==> src/hw/dscps_params.svh <==
// Constants of the core programmer-state block.
// Overview of operation
// RULE1: 24-bit instruction words, 23-bit program counter, bit zero always clear.
// RULE2: Counter top bit ignored except in the specialised access mode.
// RULE3: Sixteen 16-bit working registers, all reachable through the register port.
// RULE4: Stack pointer moves on exceptions, calls and returns, yet stays writable.
// RULE5: Stack pointer bit zero always reads and stores as zero.
// RULE6: Stack pointer resets to 0x0800.
// RULE7: Byte writes to a working register change only its low byte.
// RULE8: Shadow push/pop moves registers zero to three and five status flags.
// RULE9: Loop start, end and count shadowed on loop begin, restored on end.
// RULE10: Shadow registers have no software read or write path.
// RULE11: 16-bit status word with flags, priority level, repeat and loop bits.
// RULE12: Exception entry stacks low status byte joined with upper counter byte.
// RULE13: Sixty-two vectors: eight traps, four reserved, and fifty-four interrupts.
// RULE14: Interrupt priority 1 to 7, ties broken by fixed natural order.
// RULE15: Traps take fixed priorities 8 to 15, above every interrupt.
// RULE16: Upper data half maps to program space via 8-bit view page.
// RULE17: View window returns low 16 bits and costs one extra cycle.
// RULE18: Table access reaches all 24 bits through table-page selected pages.
// RULE19: Data space split into X and Y; multiply class fetches both.
// RULE20: Shift right up to 15 or left up to 16 in one cycle.
// RULE21: Only single-stage prefetch, fetched one cycle before execution.
// RULE22: Per cycle: data read, register read, data write, program read.
// RULE23: Each shadow transfer completes in one cycle, never partially.
`ifndef DSCPS_PARAMS_SVH
`define DSCPS_PARAMS_SVH
`define DSCPS_SP_RESET      16'h0800
`define DSCPS_PC_STEP       23'h000002
`define DSCPS_VEC_BASE      23'h000004
`define DSCPS_XY_BOUNDARY   16'h0c00
`define DSCPS_PSV_BIT       15
`define DSCPS_IDX_SR        5'h10
`define DSCPS_IDX_PROGRAM_SPACE_VIEW_PAGE    5'h11
`define DSCPS_IDX_TABLE_PAGE    5'h12
`define DSCPS_IDX_LSTART    5'h13
`define DSCPS_IDX_LEND      5'h14
`define DSCPS_IDX_LCOUNT    5'h15
`define DSCPS_SR_C          0
`define DSCPS_SR_Z          1
`define DSCPS_SR_OV         2
`define DSCPS_SR_N          3
`define DSCPS_SR_RA         4
`define DSCPS_SR_IPL_LO     5
`define DSCPS_SR_DC         8
`define DSCPS_SR_DA         9
`define DSCPS_SR_SHADOW     16'h010f
`define DSCPS_N_TRAPS       8
`define DSCPS_N_IRQS        54
`define DSCPS_TRAP_RSVD     8'h0f
`endif

==> src/hw/dscps_pkg.sv <==
// Types shared by the core programmer-state block.
package dscps_pkg;
  typedef struct packed {
    logic        we;
    logic        byte_op;
    logic [4:0]  idx;
    logic [15:0] data;
  } dscps_wr_t;
  typedef struct packed {
    logic        we;
    logic [15:0] mask;
    logic [15:0] value;
  } dscps_flag_t;
  typedef struct packed {
    logic        we;
    logic [15:0] addr;
    logic [15:0] data;
  } dscps_stack_t;
  typedef enum logic [1:0] {DSCPS_IDLE, DSCPS_PUSH_LO, DSCPS_PUSH_HI} dscps_exc_t;
endpackage

==> src/hw/dscps_core.sv <==
// Programmer-visible state of the signal controller core.
`timescale 1ns/1ps
`include "dscps_params.svh"
module dscps_core (
  // Clock and reset.
  input  wire  logic                  clk_sys,
  input  wire  logic                  rstn,
  // Program fetch port.
  output logic [22:0]                 prog_addr,
  input  wire  logic [23:0]           prog_rdata,
  output logic [23:0]                 instr_word,
  output logic                        instr_valid,
  input  wire  logic                  pc_load,
  input  wire  logic [22:0]           pc_target,
  input  wire  logic                  special_mode,
  // Register port.
  input  wire  dscps_pkg::dscps_wr_t  reg_wr,
  input  wire  logic [4:0]            rd_a_idx,
  input  wire  logic [4:0]            rd_b_idx,
  output logic [15:0]                 rd_a_data,
  output logic [15:0]                 rd_b_data,
  input  wire  dscps_pkg::dscps_flag_t flag_upd,
  // Stack, shadow and loop events.
  input  wire  logic                  call_push,
  input  wire  logic                  ret_pop,
  input  wire  logic                  shadow_push,
  input  wire  logic                  shadow_pop,
  input  wire  logic                  loop_begin,
  input  wire  logic                  loop_finish,
  input  wire  logic [22:0]           loop_start_in,
  input  wire  logic [22:0]           loop_end_in,
  input  wire  logic [13:0]           loop_count_in,
  output dscps_pkg::dscps_stack_t     stack_wr,
  // Exceptions.
  input  wire  logic [7:0]            trap_req,
  input  wire  logic [53:0]           irq_req,
  input  wire  logic [161:0]          irq_prio,
  output logic                        exc_take,
  output logic [5:0]                  exc_vector,
  // Program space view and table access.
  input  wire  logic                  view_rd,
  input  wire  logic                  tbl_rd,
  input  wire  logic [15:0]           data_addr,
  output logic [22:0]                 pd_addr,
  input  wire  logic [23:0]           pd_rdata,
  output logic [23:0]                 pd_data,
  output logic                        pd_valid,
  output logic                        view_stall,
  // Dual data fetch.
  input  wire  logic                  mac_op,
  input  wire  logic [3:0]            x_ptr_idx,
  input  wire  logic [3:0]            y_ptr_idx,
  output logic [15:0]                 x_addr,
  output logic [15:0]                 y_addr,
  output logic                        y_en,
  output logic                        y_range_err,
  // Shifter.
  input  wire  logic [39:0]           shift_in,
  input  wire  logic signed [5:0]     shift_amt,
  output logic [39:0]                 shift_out
);
  import dscps_pkg::*;

  //////////////////////////////////////////////////////////////////////////////
  // State.
  logic [15:0] w_reg [16];
  logic [15:0] w_next [16];
  logic [15:0] shw_reg [4];
  logic [15:0] shw_next [4];
  logic [15:0] sr_reg, sr_next, shsr_reg, shsr_next;
  logic [7:0]  program_space_view_page_reg, program_space_view_page_next, table_page_reg, table_page_next;
  logic [22:0] lstart_reg, lstart_next, lend_reg, lend_next;
  logic [13:0] lcount_reg, lcount_next;
  logic [22:0] shls_reg, shls_next, shle_reg, shle_next;
  logic [13:0] shlc_reg, shlc_next;
  logic [22:0] pc_reg, pc_next;
  logic [23:0] iw_reg, iw_next;
  logic        iv_reg, iv_next;
  dscps_exc_t  exc_reg, exc_next;
  logic [22:0] exc_pc_reg, exc_pc_next;
  logic [2:0]  exc_pr_ipl_reg, exc_pr_ipl_next;
  dscps_stack_t stk_reg, stk_next;
  logic        view_wait_reg, view_wait_next;
  logic [23:0] pd_reg, pd_next;
  logic        pdv_reg, pdv_next;
  logic [39:0] sh_reg, sh_next;

  //////////////////////////////////////////////////////////////////////////////
  // Exception arbitration.
  logic [3:0] best_prio;
  logic [5:0] best_vec;
  logic       best_hit;
  logic [2:0] ipl;
  localparam logic [7:0] trap_rsvd_mask = `DSCPS_TRAP_RSVD;
  assign ipl = sr_reg[`DSCPS_SR_IPL_LO +: 3];

  always_comb begin
    best_prio = {1'b0, ipl};
    best_vec  = 6'h00;
    best_hit  = 1'b0;
    // Lower index wins ties because only a strictly higher level replaces.
    for (int i = 0; i < `DSCPS_N_IRQS; i++) begin
      if (irq_req[i] && irq_prio[3*i +: 3] != 3'h0 && {1'b0, irq_prio[3*i +: 3]} > best_prio) begin // RULE14
        best_prio = {1'b0, irq_prio[3*i +: 3]};
        best_vec  = 6'(i + `DSCPS_N_TRAPS);
        best_hit  = 1'b1;
      end
    end
    for (int t = 0; t < `DSCPS_N_TRAPS; t++) begin
      if (trap_req[t] && !trap_rsvd_mask[t] && 4'(t + 8) >= best_prio) begin // RULE15
        best_prio = 4'(t + 8);
        best_vec  = 6'(t); // RULE13
        best_hit  = 1'b1;
      end
    end
  end

  assign exc_take   = best_hit && exc_reg == DSCPS_IDLE;
  assign exc_vector = best_vec;

  //////////////////////////////////////////////////////////////////////////////
  // Fetch, stack and register next state.
  always_comb begin
    for (int i = 0; i < 16; i++) begin
      w_next[i] = w_reg[i];
    end
    for (int i = 0; i < 4; i++) begin
      shw_next[i] = shw_reg[i];
    end
    sr_next        = sr_reg;
    shsr_next      = shsr_reg;
    program_space_view_page_next    = program_space_view_page_reg;
    table_page_next    = table_page_reg;
    lstart_next    = lstart_reg;
    lend_next      = lend_reg;
    lcount_next    = lcount_reg;
    shls_next      = shls_reg;
    shle_next      = shle_reg;
    shlc_next      = shlc_reg;
    pc_next        = pc_reg;
    iw_next        = prog_rdata; // RULE21
    iv_next        = 1'b1;
    exc_next       = exc_reg;
    exc_pc_next    = exc_pc_reg;
    exc_pr_ipl_next = exc_pr_ipl_reg;
    stk_next       = '0;
    // Register port; shadows have no index.
    if (reg_wr.we) begin // RULE10
      if (reg_wr.idx[4] == 1'b0) begin
        if (reg_wr.byte_op) begin
          w_next[reg_wr.idx[3:0]][7:0] = reg_wr.data[7:0]; // RULE7
        end else begin
          w_next[reg_wr.idx[3:0]] = reg_wr.data; // RULE3
        end
      end else begin
        case (reg_wr.idx)
          `DSCPS_IDX_SR:     sr_next = reg_wr.byte_op ? {sr_reg[15:8], reg_wr.data[7:0]} : reg_wr.data; // RULE11
          `DSCPS_IDX_PROGRAM_SPACE_VIEW_PAGE: program_space_view_page_next = reg_wr.data[7:0];
          `DSCPS_IDX_TABLE_PAGE: table_page_next = reg_wr.data[7:0];
          `DSCPS_IDX_LSTART: lstart_next = {7'h00, reg_wr.data[15:1], 1'b0};
          `DSCPS_IDX_LEND:   lend_next = {7'h00, reg_wr.data[15:1], 1'b0};
          `DSCPS_IDX_LCOUNT: lcount_next = reg_wr.data[13:0];
          default: ;
        endcase
      end
    end
    if (flag_upd.we) begin
      sr_next = (sr_next & ~flag_upd.mask) | (flag_upd.value & flag_upd.mask);
    end
    // Whole shadow sets move in one cycle.
    if (shadow_push) begin // RULE23
      for (int i = 0; i < 4; i++) begin
        shw_next[i] = w_reg[i]; // RULE8
      end
      shsr_next = sr_reg & `DSCPS_SR_SHADOW;
    end else if (shadow_pop) begin // RULE23
      for (int i = 0; i < 4; i++) begin
        w_next[i] = shw_reg[i]; // RULE8
      end
      sr_next = (sr_next & ~`DSCPS_SR_SHADOW) | (shsr_reg & `DSCPS_SR_SHADOW);
    end
    if (loop_begin) begin // RULE9
      shls_next   = lstart_reg;
      shle_next   = lend_reg;
      shlc_next   = lcount_reg;
      lstart_next = {loop_start_in[22:1], 1'b0};
      lend_next   = {loop_end_in[22:1], 1'b0};
      lcount_next = loop_count_in;
      sr_next[`DSCPS_SR_DA] = 1'b1;
    end else if (loop_finish) begin // RULE9
      lstart_next = shls_reg;
      lend_next   = shle_reg;
      lcount_next = shlc_reg;
      sr_next[`DSCPS_SR_DA] = 1'b0;
    end
    // Program counter advance with prefetch flush on a jump.
    if (pc_load) begin
      pc_next = {pc_target[22:1], 1'b0};
      iv_next = 1'b0;
    end else if (!view_stall) begin
      pc_next = pc_reg + `DSCPS_PC_STEP;
    end else begin
      iw_next = iw_reg;
      iv_next = iv_reg;
    end
    // Call and return move the stack pointer by one return address.
    if (call_push) begin // RULE4
      w_next[15] = w_next[15] + 16'h0004;
    end else if (ret_pop) begin // RULE4
      w_next[15] = w_next[15] - 16'h0004;
    end
    // Exception entry stacks the counter over two cycles.
    case (exc_reg)
      DSCPS_IDLE: begin
        if (exc_take) begin
          exc_next    = DSCPS_PUSH_LO;
          exc_pc_next = pc_reg;
          exc_pr_ipl_next = ipl;
          pc_next     = `DSCPS_VEC_BASE + {16'h0000, best_vec, 1'b0};
          iv_next     = 1'b0;
          sr_next[`DSCPS_SR_IPL_LO +: 3] = best_prio[3] ? 3'h7 : best_prio[2:0];
        end
      end
      DSCPS_PUSH_LO: begin
        stk_next   = '{we: 1'b1, addr: w_reg[15], data: exc_pc_reg[15:0]};
        w_next[15] = w_reg[15] + 16'h0002; // RULE4
        exc_next   = DSCPS_PUSH_HI;
      end
      DSCPS_PUSH_HI: begin
        // Stacked word keeps the level held before entry.
        stk_next   = '{we: 1'b1, addr: w_reg[15],
                       data: {(sr_reg[7:0] & 8'h1f) | {exc_pr_ipl_reg, 5'h00}, 1'b0, exc_pc_reg[22:16]}}; // RULE12
        w_next[15] = w_reg[15] + 16'h0002;
        exc_next   = DSCPS_IDLE;
      end
      default: exc_next = DSCPS_IDLE;
    endcase
    w_next[15][0] = 1'b0; // RULE5
  end

  //////////////////////////////////////////////////////////////////////////////
  // Program view window and table reads on the data-side program port.
  always_comb begin
    pd_addr        = {table_page_reg[6:0], data_addr}; // RULE18
    view_wait_next = 1'b0;
    pd_next        = pd_reg;
    pdv_next       = 1'b0;
    view_stall     = 1'b0;
    if (view_rd && data_addr[`DSCPS_PSV_BIT]) begin
      pd_addr    = {program_space_view_page_reg, data_addr[14:0]}; // RULE16
      view_stall = !view_wait_reg; // RULE17
      view_wait_next = !view_wait_reg;
      if (view_wait_reg) begin
        pd_next  = {8'h00, pd_rdata[15:0]}; // RULE17
        pdv_next = 1'b1;
      end
    end else if (tbl_rd) begin
      pd_next  = pd_rdata; // RULE18
      pdv_next = 1'b1;
    end
  end

  //////////////////////////////////////////////////////////////////////////////
  // Single-cycle shifter: positive amounts shift right, negative left.
  always_comb begin
    sh_next = shift_in;
    if (shift_amt >= 6'sd0) begin
      sh_next = $signed(shift_in) >>> (shift_amt > 6'sd15 ? 6'd15 : shift_amt); // RULE20
    end else begin
      sh_next = shift_in << (shift_amt < -6'sd16 ? 6'd16 : 6'(-shift_amt)); // RULE20
    end
  end

  //////////////////////////////////////////////////////////////////////////////
  // Registers.
  always_ff @(posedge clk_sys) begin
    if (!rstn) begin
      for (int i = 0; i < 16; i++) begin
        w_reg[i] <= 16'h0000;
      end
      w_reg[15] <= `DSCPS_SP_RESET; // RULE6
      for (int i = 0; i < 4; i++) begin
        shw_reg[i] <= 16'h0000;
      end
      sr_reg        <= 16'h0000;
      shsr_reg      <= 16'h0000;
      program_space_view_page_reg    <= 8'h00;
      table_page_reg    <= 8'h00;
      lstart_reg    <= 23'h000000;
      lend_reg      <= 23'h000000;
      lcount_reg    <= 14'h0000;
      shls_reg      <= 23'h000000;
      shle_reg      <= 23'h000000;
      shlc_reg      <= 14'h0000;
      pc_reg        <= 23'h000000;
      iw_reg        <= 24'h000000;
      iv_reg        <= 1'b0;
      exc_reg       <= DSCPS_IDLE;
      exc_pc_reg    <= 23'h000000;
      exc_pr_ipl_reg <= 3'h0;
      stk_reg       <= '0;
      view_wait_reg <= 1'b0;
      pd_reg        <= 24'h000000;
      pdv_reg       <= 1'b0;
      sh_reg        <= 40'h0000000000;
    end else begin
      for (int i = 0; i < 16; i++) begin
        w_reg[i] <= w_next[i];
      end
      for (int i = 0; i < 4; i++) begin
        shw_reg[i] <= shw_next[i];
      end
      sr_reg        <= sr_next;
      shsr_reg      <= shsr_next;
      program_space_view_page_reg    <= program_space_view_page_next;
      table_page_reg    <= table_page_next;
      lstart_reg    <= lstart_next;
      lend_reg      <= lend_next;
      lcount_reg    <= lcount_next;
      shls_reg      <= shls_next;
      shle_reg      <= shle_next;
      shlc_reg      <= shlc_next;
      pc_reg        <= {pc_next[22:1], 1'b0}; // RULE1
      iw_reg        <= iw_next;
      iv_reg        <= iv_next;
      exc_reg       <= exc_next;
      exc_pc_reg    <= exc_pc_next;
      exc_pr_ipl_reg <= exc_pr_ipl_next;
      stk_reg       <= stk_next;
      view_wait_reg <= view_wait_next;
      pd_reg        <= pd_next;
      pdv_reg       <= pdv_next;
      sh_reg        <= sh_next;
    end
  end

  //////////////////////////////////////////////////////////////////////////////
  // Outputs.
  function automatic logic [15:0] rd_mux(input logic [4:0] idx);
    case (idx)
      `DSCPS_IDX_SR:     rd_mux = sr_reg;
      `DSCPS_IDX_PROGRAM_SPACE_VIEW_PAGE: rd_mux = {8'h00, program_space_view_page_reg};
      `DSCPS_IDX_TABLE_PAGE: rd_mux = {8'h00, table_page_reg};
      `DSCPS_IDX_LSTART: rd_mux = lstart_reg[15:0];
      `DSCPS_IDX_LEND:   rd_mux = lend_reg[15:0];
      `DSCPS_IDX_LCOUNT: rd_mux = {2'b00, lcount_reg};
      default:           rd_mux = idx[4] ? 16'h0000 : w_reg[idx[3:0]];
    endcase
  endfunction

  // Two read ports, a data port and a program port serve one cycle together.
  // Procedural reads so a register update shows even while the index stands still.
  always_comb begin
    rd_a_data = rd_mux(rd_a_idx); // RULE22
    rd_b_data = rd_mux(rd_b_idx); // RULE22
  end
  assign prog_addr   = {special_mode & pc_reg[22], pc_reg[21:1], 1'b0}; // RULE2
  assign instr_word  = iw_reg;
  assign instr_valid = iv_reg;
  assign stack_wr    = stk_reg;
  assign pd_data     = pd_reg;
  assign pd_valid    = pdv_reg;
  assign shift_out   = sh_reg;
  assign x_addr      = w_reg[x_ptr_idx];
  assign y_addr      = w_reg[y_ptr_idx];
  assign y_en        = mac_op; // RULE19
  assign y_range_err = mac_op && (w_reg[y_ptr_idx] < `DSCPS_XY_BOUNDARY ||
                                  w_reg[x_ptr_idx] >= `DSCPS_XY_BOUNDARY); // RULE19

endmodule // dscps_core

==> config.mk <==
export PLATFORM = sky130hd
export DESIGN_NAME = dscps_core
export DESIGN_NICKNAME = d
export VERILOG_FILES = /design/src/hw/dscps_pkg.sv /design/src/hw/dscps_core.sv
export VERILOG_INCLUDE_DIRS = /design/src /design/src/hw
export SDC_FILE = /design/constraint.sdc
export NUM_CORES = 2
export LEC_CHECK = 0
export ABC_AREA = 1
export BUFFER_PORTS_ARGS = -buffer_cell sky130_fd_sc_hd__buf_2
export CORE_MARGIN = 2
export CORE_UTILIZATION = 40
export DETAILED_ROUTE_END_ITERATION = 8
export PLACE_DENSITY_LB_ADDON = 0.12
export SYNTH_ARGS = -nofsm -noshare
export SYNTH_HDL_FRONTEND = slang
export SYNTH_SLANG_ARGS = --single-unit
==> constraint.sdc <==
create_clock -name clk_sys -period 115.5 [get_ports clk_sys]
set_input_delay 34.65 -clock clk_sys [delete_from_list [all_inputs] [get_ports clk_sys]]
set_output_delay 34.65 -clock clk_sys [all_outputs]
set_load 0.01 [all_outputs]
Yosys cells after proc, flatten, opt, wreduce, memory -nomap -nowiden
Memory sizes are Yosys's and may differ from the RTL's.
Cells that the tools add are included.
{"block": "totals", "rom_bits": 0, "ramBits": 320, "out_inout_bits": 243, "latch_bits": 0, "memories": 2, "reg_bits": 332}
{"memory": "w_reg", "depth": 16, "word_bits": 16, "rd": 20, "rd_clocked_by_memory_dff": 0, "write_ports": 16, "line_no": "dscps_core.sv:66", "text": "logic [15:0] w_reg [16];"}
{"memory": "shw_reg", "depth": 4, "word_bits": 16, "rd": 4, "rd_clocked_by_memory_dff": 0, "write_ports": 4, "line_no": "dscps_core.sv:68", "text": "logic [15:0] shw_reg [4];"}
{"block": "op_classes", "multipliers": 0, "muxes": 267, "addsub": 6, "shifts": 2, "n_reduce_logical": 194, "eq_ne": 23, "n_bitwise": 30, "div": 0, "magnitude_cmp": 65}
{"operator": "2-to-1 mux 256 bit", "count": 3}
{"operator": "2-to-1 mux 16 bit", "count": 34}
{"operator": "bitwise mux 256 bit", "count": 2}
{"operator": "2-to-1 mux 23 bit", "count": 15}
{"operator": "2-to-1 mux 6 bit", "count": 56}
{"operator": "2-to-1 mux 4 bit", "count": 58}
{"operator": "> comparator 3 x 4 -> 1 bit", "count": 53}
{"operator": "2-to-1 mux 64 bit", "count": 3}
{"operator": "one-hot mux 16 bit (6 select lines)", "count": 2}
{"operator": "nonzero test 3 bit", "count": 59}
{"operator": "demux 16 bit (select 4 bit)", "count": 2}
{"operator": "2-to-1 mux 24 bit", "count": 5}
{"operator": "logical AND 1 bit", "count": 116}
{"operator": "== test 5 bit (second input constant)", "count": 18}
{"operator": "2-to-1 mux 1 bit", "count": 70}
{"operator": "2-to-1 mux 14 bit", "count": 5}
{"operator": "one-hot mux 33 bit (2 select lines)", "count": 1}
{"operator": "2-to-1 mux 40 bit", "count": 1}
{"operator": "<< shifter 40 x 6 -> 40 bit", "count": 1}
{"operator": ">>> shifter 40 x 6 -> 40 bit", "count": 1}
{"operator": "bitwise AND 16 bit", "count": 2}
{"operator": "adder 23 x 2 -> 23 bit (second input constant)", "count": 1}
{"operator": "2-to-1 mux 3 bit", "count": 7}
{"operator": "bitwise OR 1 bit", "count": 21}
{"operator": "34 further kinds", "count": 51}

Longest topological paths before layout
{"block": "logic_depth", "word_depth": 178, "depth_mapped": 494, "ltp_nobuf": 493}

Worst setup path before layout
OpenSTA, ideal clock, no wires.
{"block": "synth_path", "kind": "input -> output", "startpoint": "in irq_prio[2]", "endpoint": "out exc_take", "path_slack_ns": -3.029, "stages": 465, "required_ns": 80.850, "arrival_time_ns": 83.879, "cell_sequence": "ha_1 -> nand2_1 -> nand2_1 -> nor2_1 -> nor2_2 -> o21ai_0 -> ha_1 -> nand3_1 -> nand2_1 -> nor2_1 -> nand2_2 -> nand2_1 -> o21ai_0 -> ha_1 -> nand2_1 -> inv_2 -> nand2_1 -> nand2_2 -> [429 not listed] -> nand2_1 -> o21ai_0 -> ha_1 -> nand2_1 -> o21ai_0 -> nand3_1 -> a31oi_1 -> inv_1 -> nand2_1 -> inv_1 -> nand4_1 -> nor2_1 -> nand2_2 -> inv_2 -> nand2_4 -> nand2_4 -> inv_6 -> buf_8"}
{"block": "synth_between", "elab_chain_len": 176}
{"item": "start: declaration", "line_no": "dscps_core.sv:37", "text": "input wire logic [161:0] irq_prio,"}
{"item": "parallel branches: the longest is 174 deep, another holds > comparator 3 x 4 -> 1 bit"}
{"item": "2-to-1 mux 1 bit *", "line_no": "dscps_core.sv:110", "text": "if (trap_req[t] && !trap_rsvd_mask[t] && 4'(t + 8) >= best_prio) begin"}
{"item": "logical AND 1 bit *", "line_no": "dscps_core.sv:118", "text": "assign exc_take = best_hit && exc_reg == DSCPS_IDLE;"}
{"item": "end: declaration", "line_no": "dscps_core.sv:38", "text": "output logic exc_take,"}
Every way passes the cells marked *.

Worst setup path in the final report
{"block": "layout_path", "startpoint": "in irq_prio[1]", "endpoint": "out exc_take"}
The elaborated chain is that of the path after synthesis.

==> metrics.txt <==
outcome=complete, but fails checks; violated checks=negative setup slack; Final min period=about 120000 ps; placed insts=between 9000 and 10000; wire per inst=~22 um; Slew HR=0.176; Synth cell types=between 60 and 70; Data required, critical path=between 80000 and 90000 ps; Top cell by count, worst path=nand2_2; largest net degree at the start of global routing=159; warnings from Yosys=0; R2R cell count=approximately 470; htree depth=3; Die Area=~120000 um2; WHS Path Cells=2; pre-CTS setup slack=-2980 ps; fin worst setup slack=-1890 ps; register bit total from synthesis=620; ANT nets after route=0; Die Y=340 um; Synth area leaders=dfxtp_1 (28%), o21ai_0 (14%), nand2_1 (11%); Post-synth ARST share=0; ys flop type=dfxtp_1; cts hold-fix bufs=0; most common cell in the netlist=nand2_1; Post-synth top cells=nand2_1 (1350), o21ai_0 (1276), inv_1 (867); CTS tree=yes; Critical Path AT=a little over 80000 ps; DRC=0; clock latency on the worst-skew pair=between 600 and 700 ps; io pins=747; initial antenna violation count=50; Site Rows=between 100 and 150; maximum clock path buffer count=3; Mapped Area=roughly 45000 um2; Post-synth EDFFs=0; maximum fanout along the worst path=6; worst hold slack=approximately 430 ps; clk sinks=620; share of the synthesized area in the top cell type=0.275; Congestion Overflow GR=0; endpoints failing setup=7; Layout area overhead=26.5%; Tcrit/Tclk final=1.02; vias in the first global route=around 50000; Max Cap Viol=0; layout cells sized above 1=0.237; Final #Nets=slightly below 9000; WL final=around 220000 um; Post-DP HPWL=roughly 150000 um; Reg clk slew, reported paths=roughly 60 ps; Synth area leader=dfxtp_1; IO buf count=693; Fin. Hold Viols=0; RD Place Congestion=around 0.97; Tightest Pin Transition=between 1000 and 1500 ps; slowest CP cell=o21ai_0; Mapped Cells=between 7000 and 8000; Max Slew Vio Count=0; first-pass GRT wire length=roughly 310000 um; Total GRT Usage=0.348; RSZ-0062 raised after global routing=yes; DR iter-0 viols=about 7100; Max Fclk=~8.5 MHz; sequential share of the synthesized area=0.275; Post-Syn Area per Cell=6.19 um2; Initial Util=0.402; detailed-route via count=about 56000; number of CTS-inserted buffers=about 70; crit path capture type=output port; worst hold-check path type=reg2reg; highest cell delay on the worst timing path=between 300 and 400 ps; Pre-Repair DR Iteration Count=9; Worst Skew=slightly below 30 ps; die width=around 340 um; critical setup path kind=in2out; Placeable Area=112000 um2; Startpoint Class=primary input; number of vias per cell=roughly 5.7; clock root buffer=clkbuf_16; Non-Filler Instances=~9700
## routing by layer
metal / vias up / track usage / wire length, um / part of all wire
li1: 26447 / - / - / -
met1: 25343 / 0.448 / 85300 / 0.40
met2: 3069 / 0.532 / 92100 / 0.43
met3: 675 / 0.0941 / 25000 / 0.12
met4: 30 / 0.177 / 12400 / 0.058
met5: - / 0.0106 / 198 / 0.00092
## stage by stage
step | instance area (um2) | util | setup TNS (ps)
global placement | 51900 | 0.463 | -15900
finish | 57100 | 0.509 | -12630
floorplan | 45600 | - | -137
global route | 57000 | 0.508 | -34610
detailed placement | 51900 | 0.463 | -19750
CTS | 55300 | 0.493 | -12180
## cell usage in the layout, fill, tap and decap left out, types with 222 or more instances in the layout
cell type	netlist	final
o21ai_0	1276	1183
dfxtp_1	620	620
buf_2	5	680
nand2_1	1350	1217
inv_1	867	843
o22ai_1	222	222
nand3_1	548	532
nor2_1	275	269
a21oi_1	761	758
buf_4	42	554
nand2_2	131	226
## cell families (layout without fill, tap and decap cells)
kind of cell    Yosys count  count (layout)  share of synthesized area
compound gates         2665            2665                      0.326
simple gates           2441            2441                      0.236
buf+inv                1430            2320                      0.127
flops                   620             620                      0.275
fa+ha+maj               122             122                     0.0338
xor+xnor                  7               7                    0.00136
mux                       2               2                   0.000444
other cells               1              31                  0.0000831
## cell type report
type / instances / area [um2]
inverter: 947 / 3650
sequential: 620 / 12400
fill: 11618 / 55100
clock buffer: 88 / 1930
multi-input combinational: 5239 / 28800
clock inverter: 38 / 614
timing repair buffer: 1247 / 7720
tap: 1500 / 1880
antenna: 29 / 72.6
## worst max-delay path, delay by kind of cell
kind | cells | cell delay, ps
fa+ha+maj | 54 | 14140
simple gates | 256 | 16440
buf+inv | 74 | 4340
compound gates | 88 | 13010
## path summary, 6_finish.rpt
kind / start / endpoint / slack [ps]
worst min-delay path: exc_pc_reg[16]$_SDFFE_PN0P_ / stack_wr[0]$_SDFF_PN0_ / 430
worst max register to register: sr_reg[7]$_SDFF_PN0_ / exc_pr_ipl_reg[1]$_SDFFE_PN0P_ / 65950
worst max-delay path: irq_prio[1] / exc_take / -1890
worst min register to register: exc_pc_reg[16]$_SDFFE_PN0P_ / stack_wr[0]$_SDFF_PN0_ / 430
## repair_timing
| action | 4_1_cts | 5_1_grt |
|---|---|---|
| pin swaps | 49 | 206 |
| resized for setup | 117 | 225 |
| endpoints found under the setup margin | 7 | 7 |
| hold endpoints to repair | 0 | 0 |
| setup buffers | 46 | 105 |
Power is not shown: default switching activity piles up to over one toggle a cycle in this logic, so the estimate is an artifact.
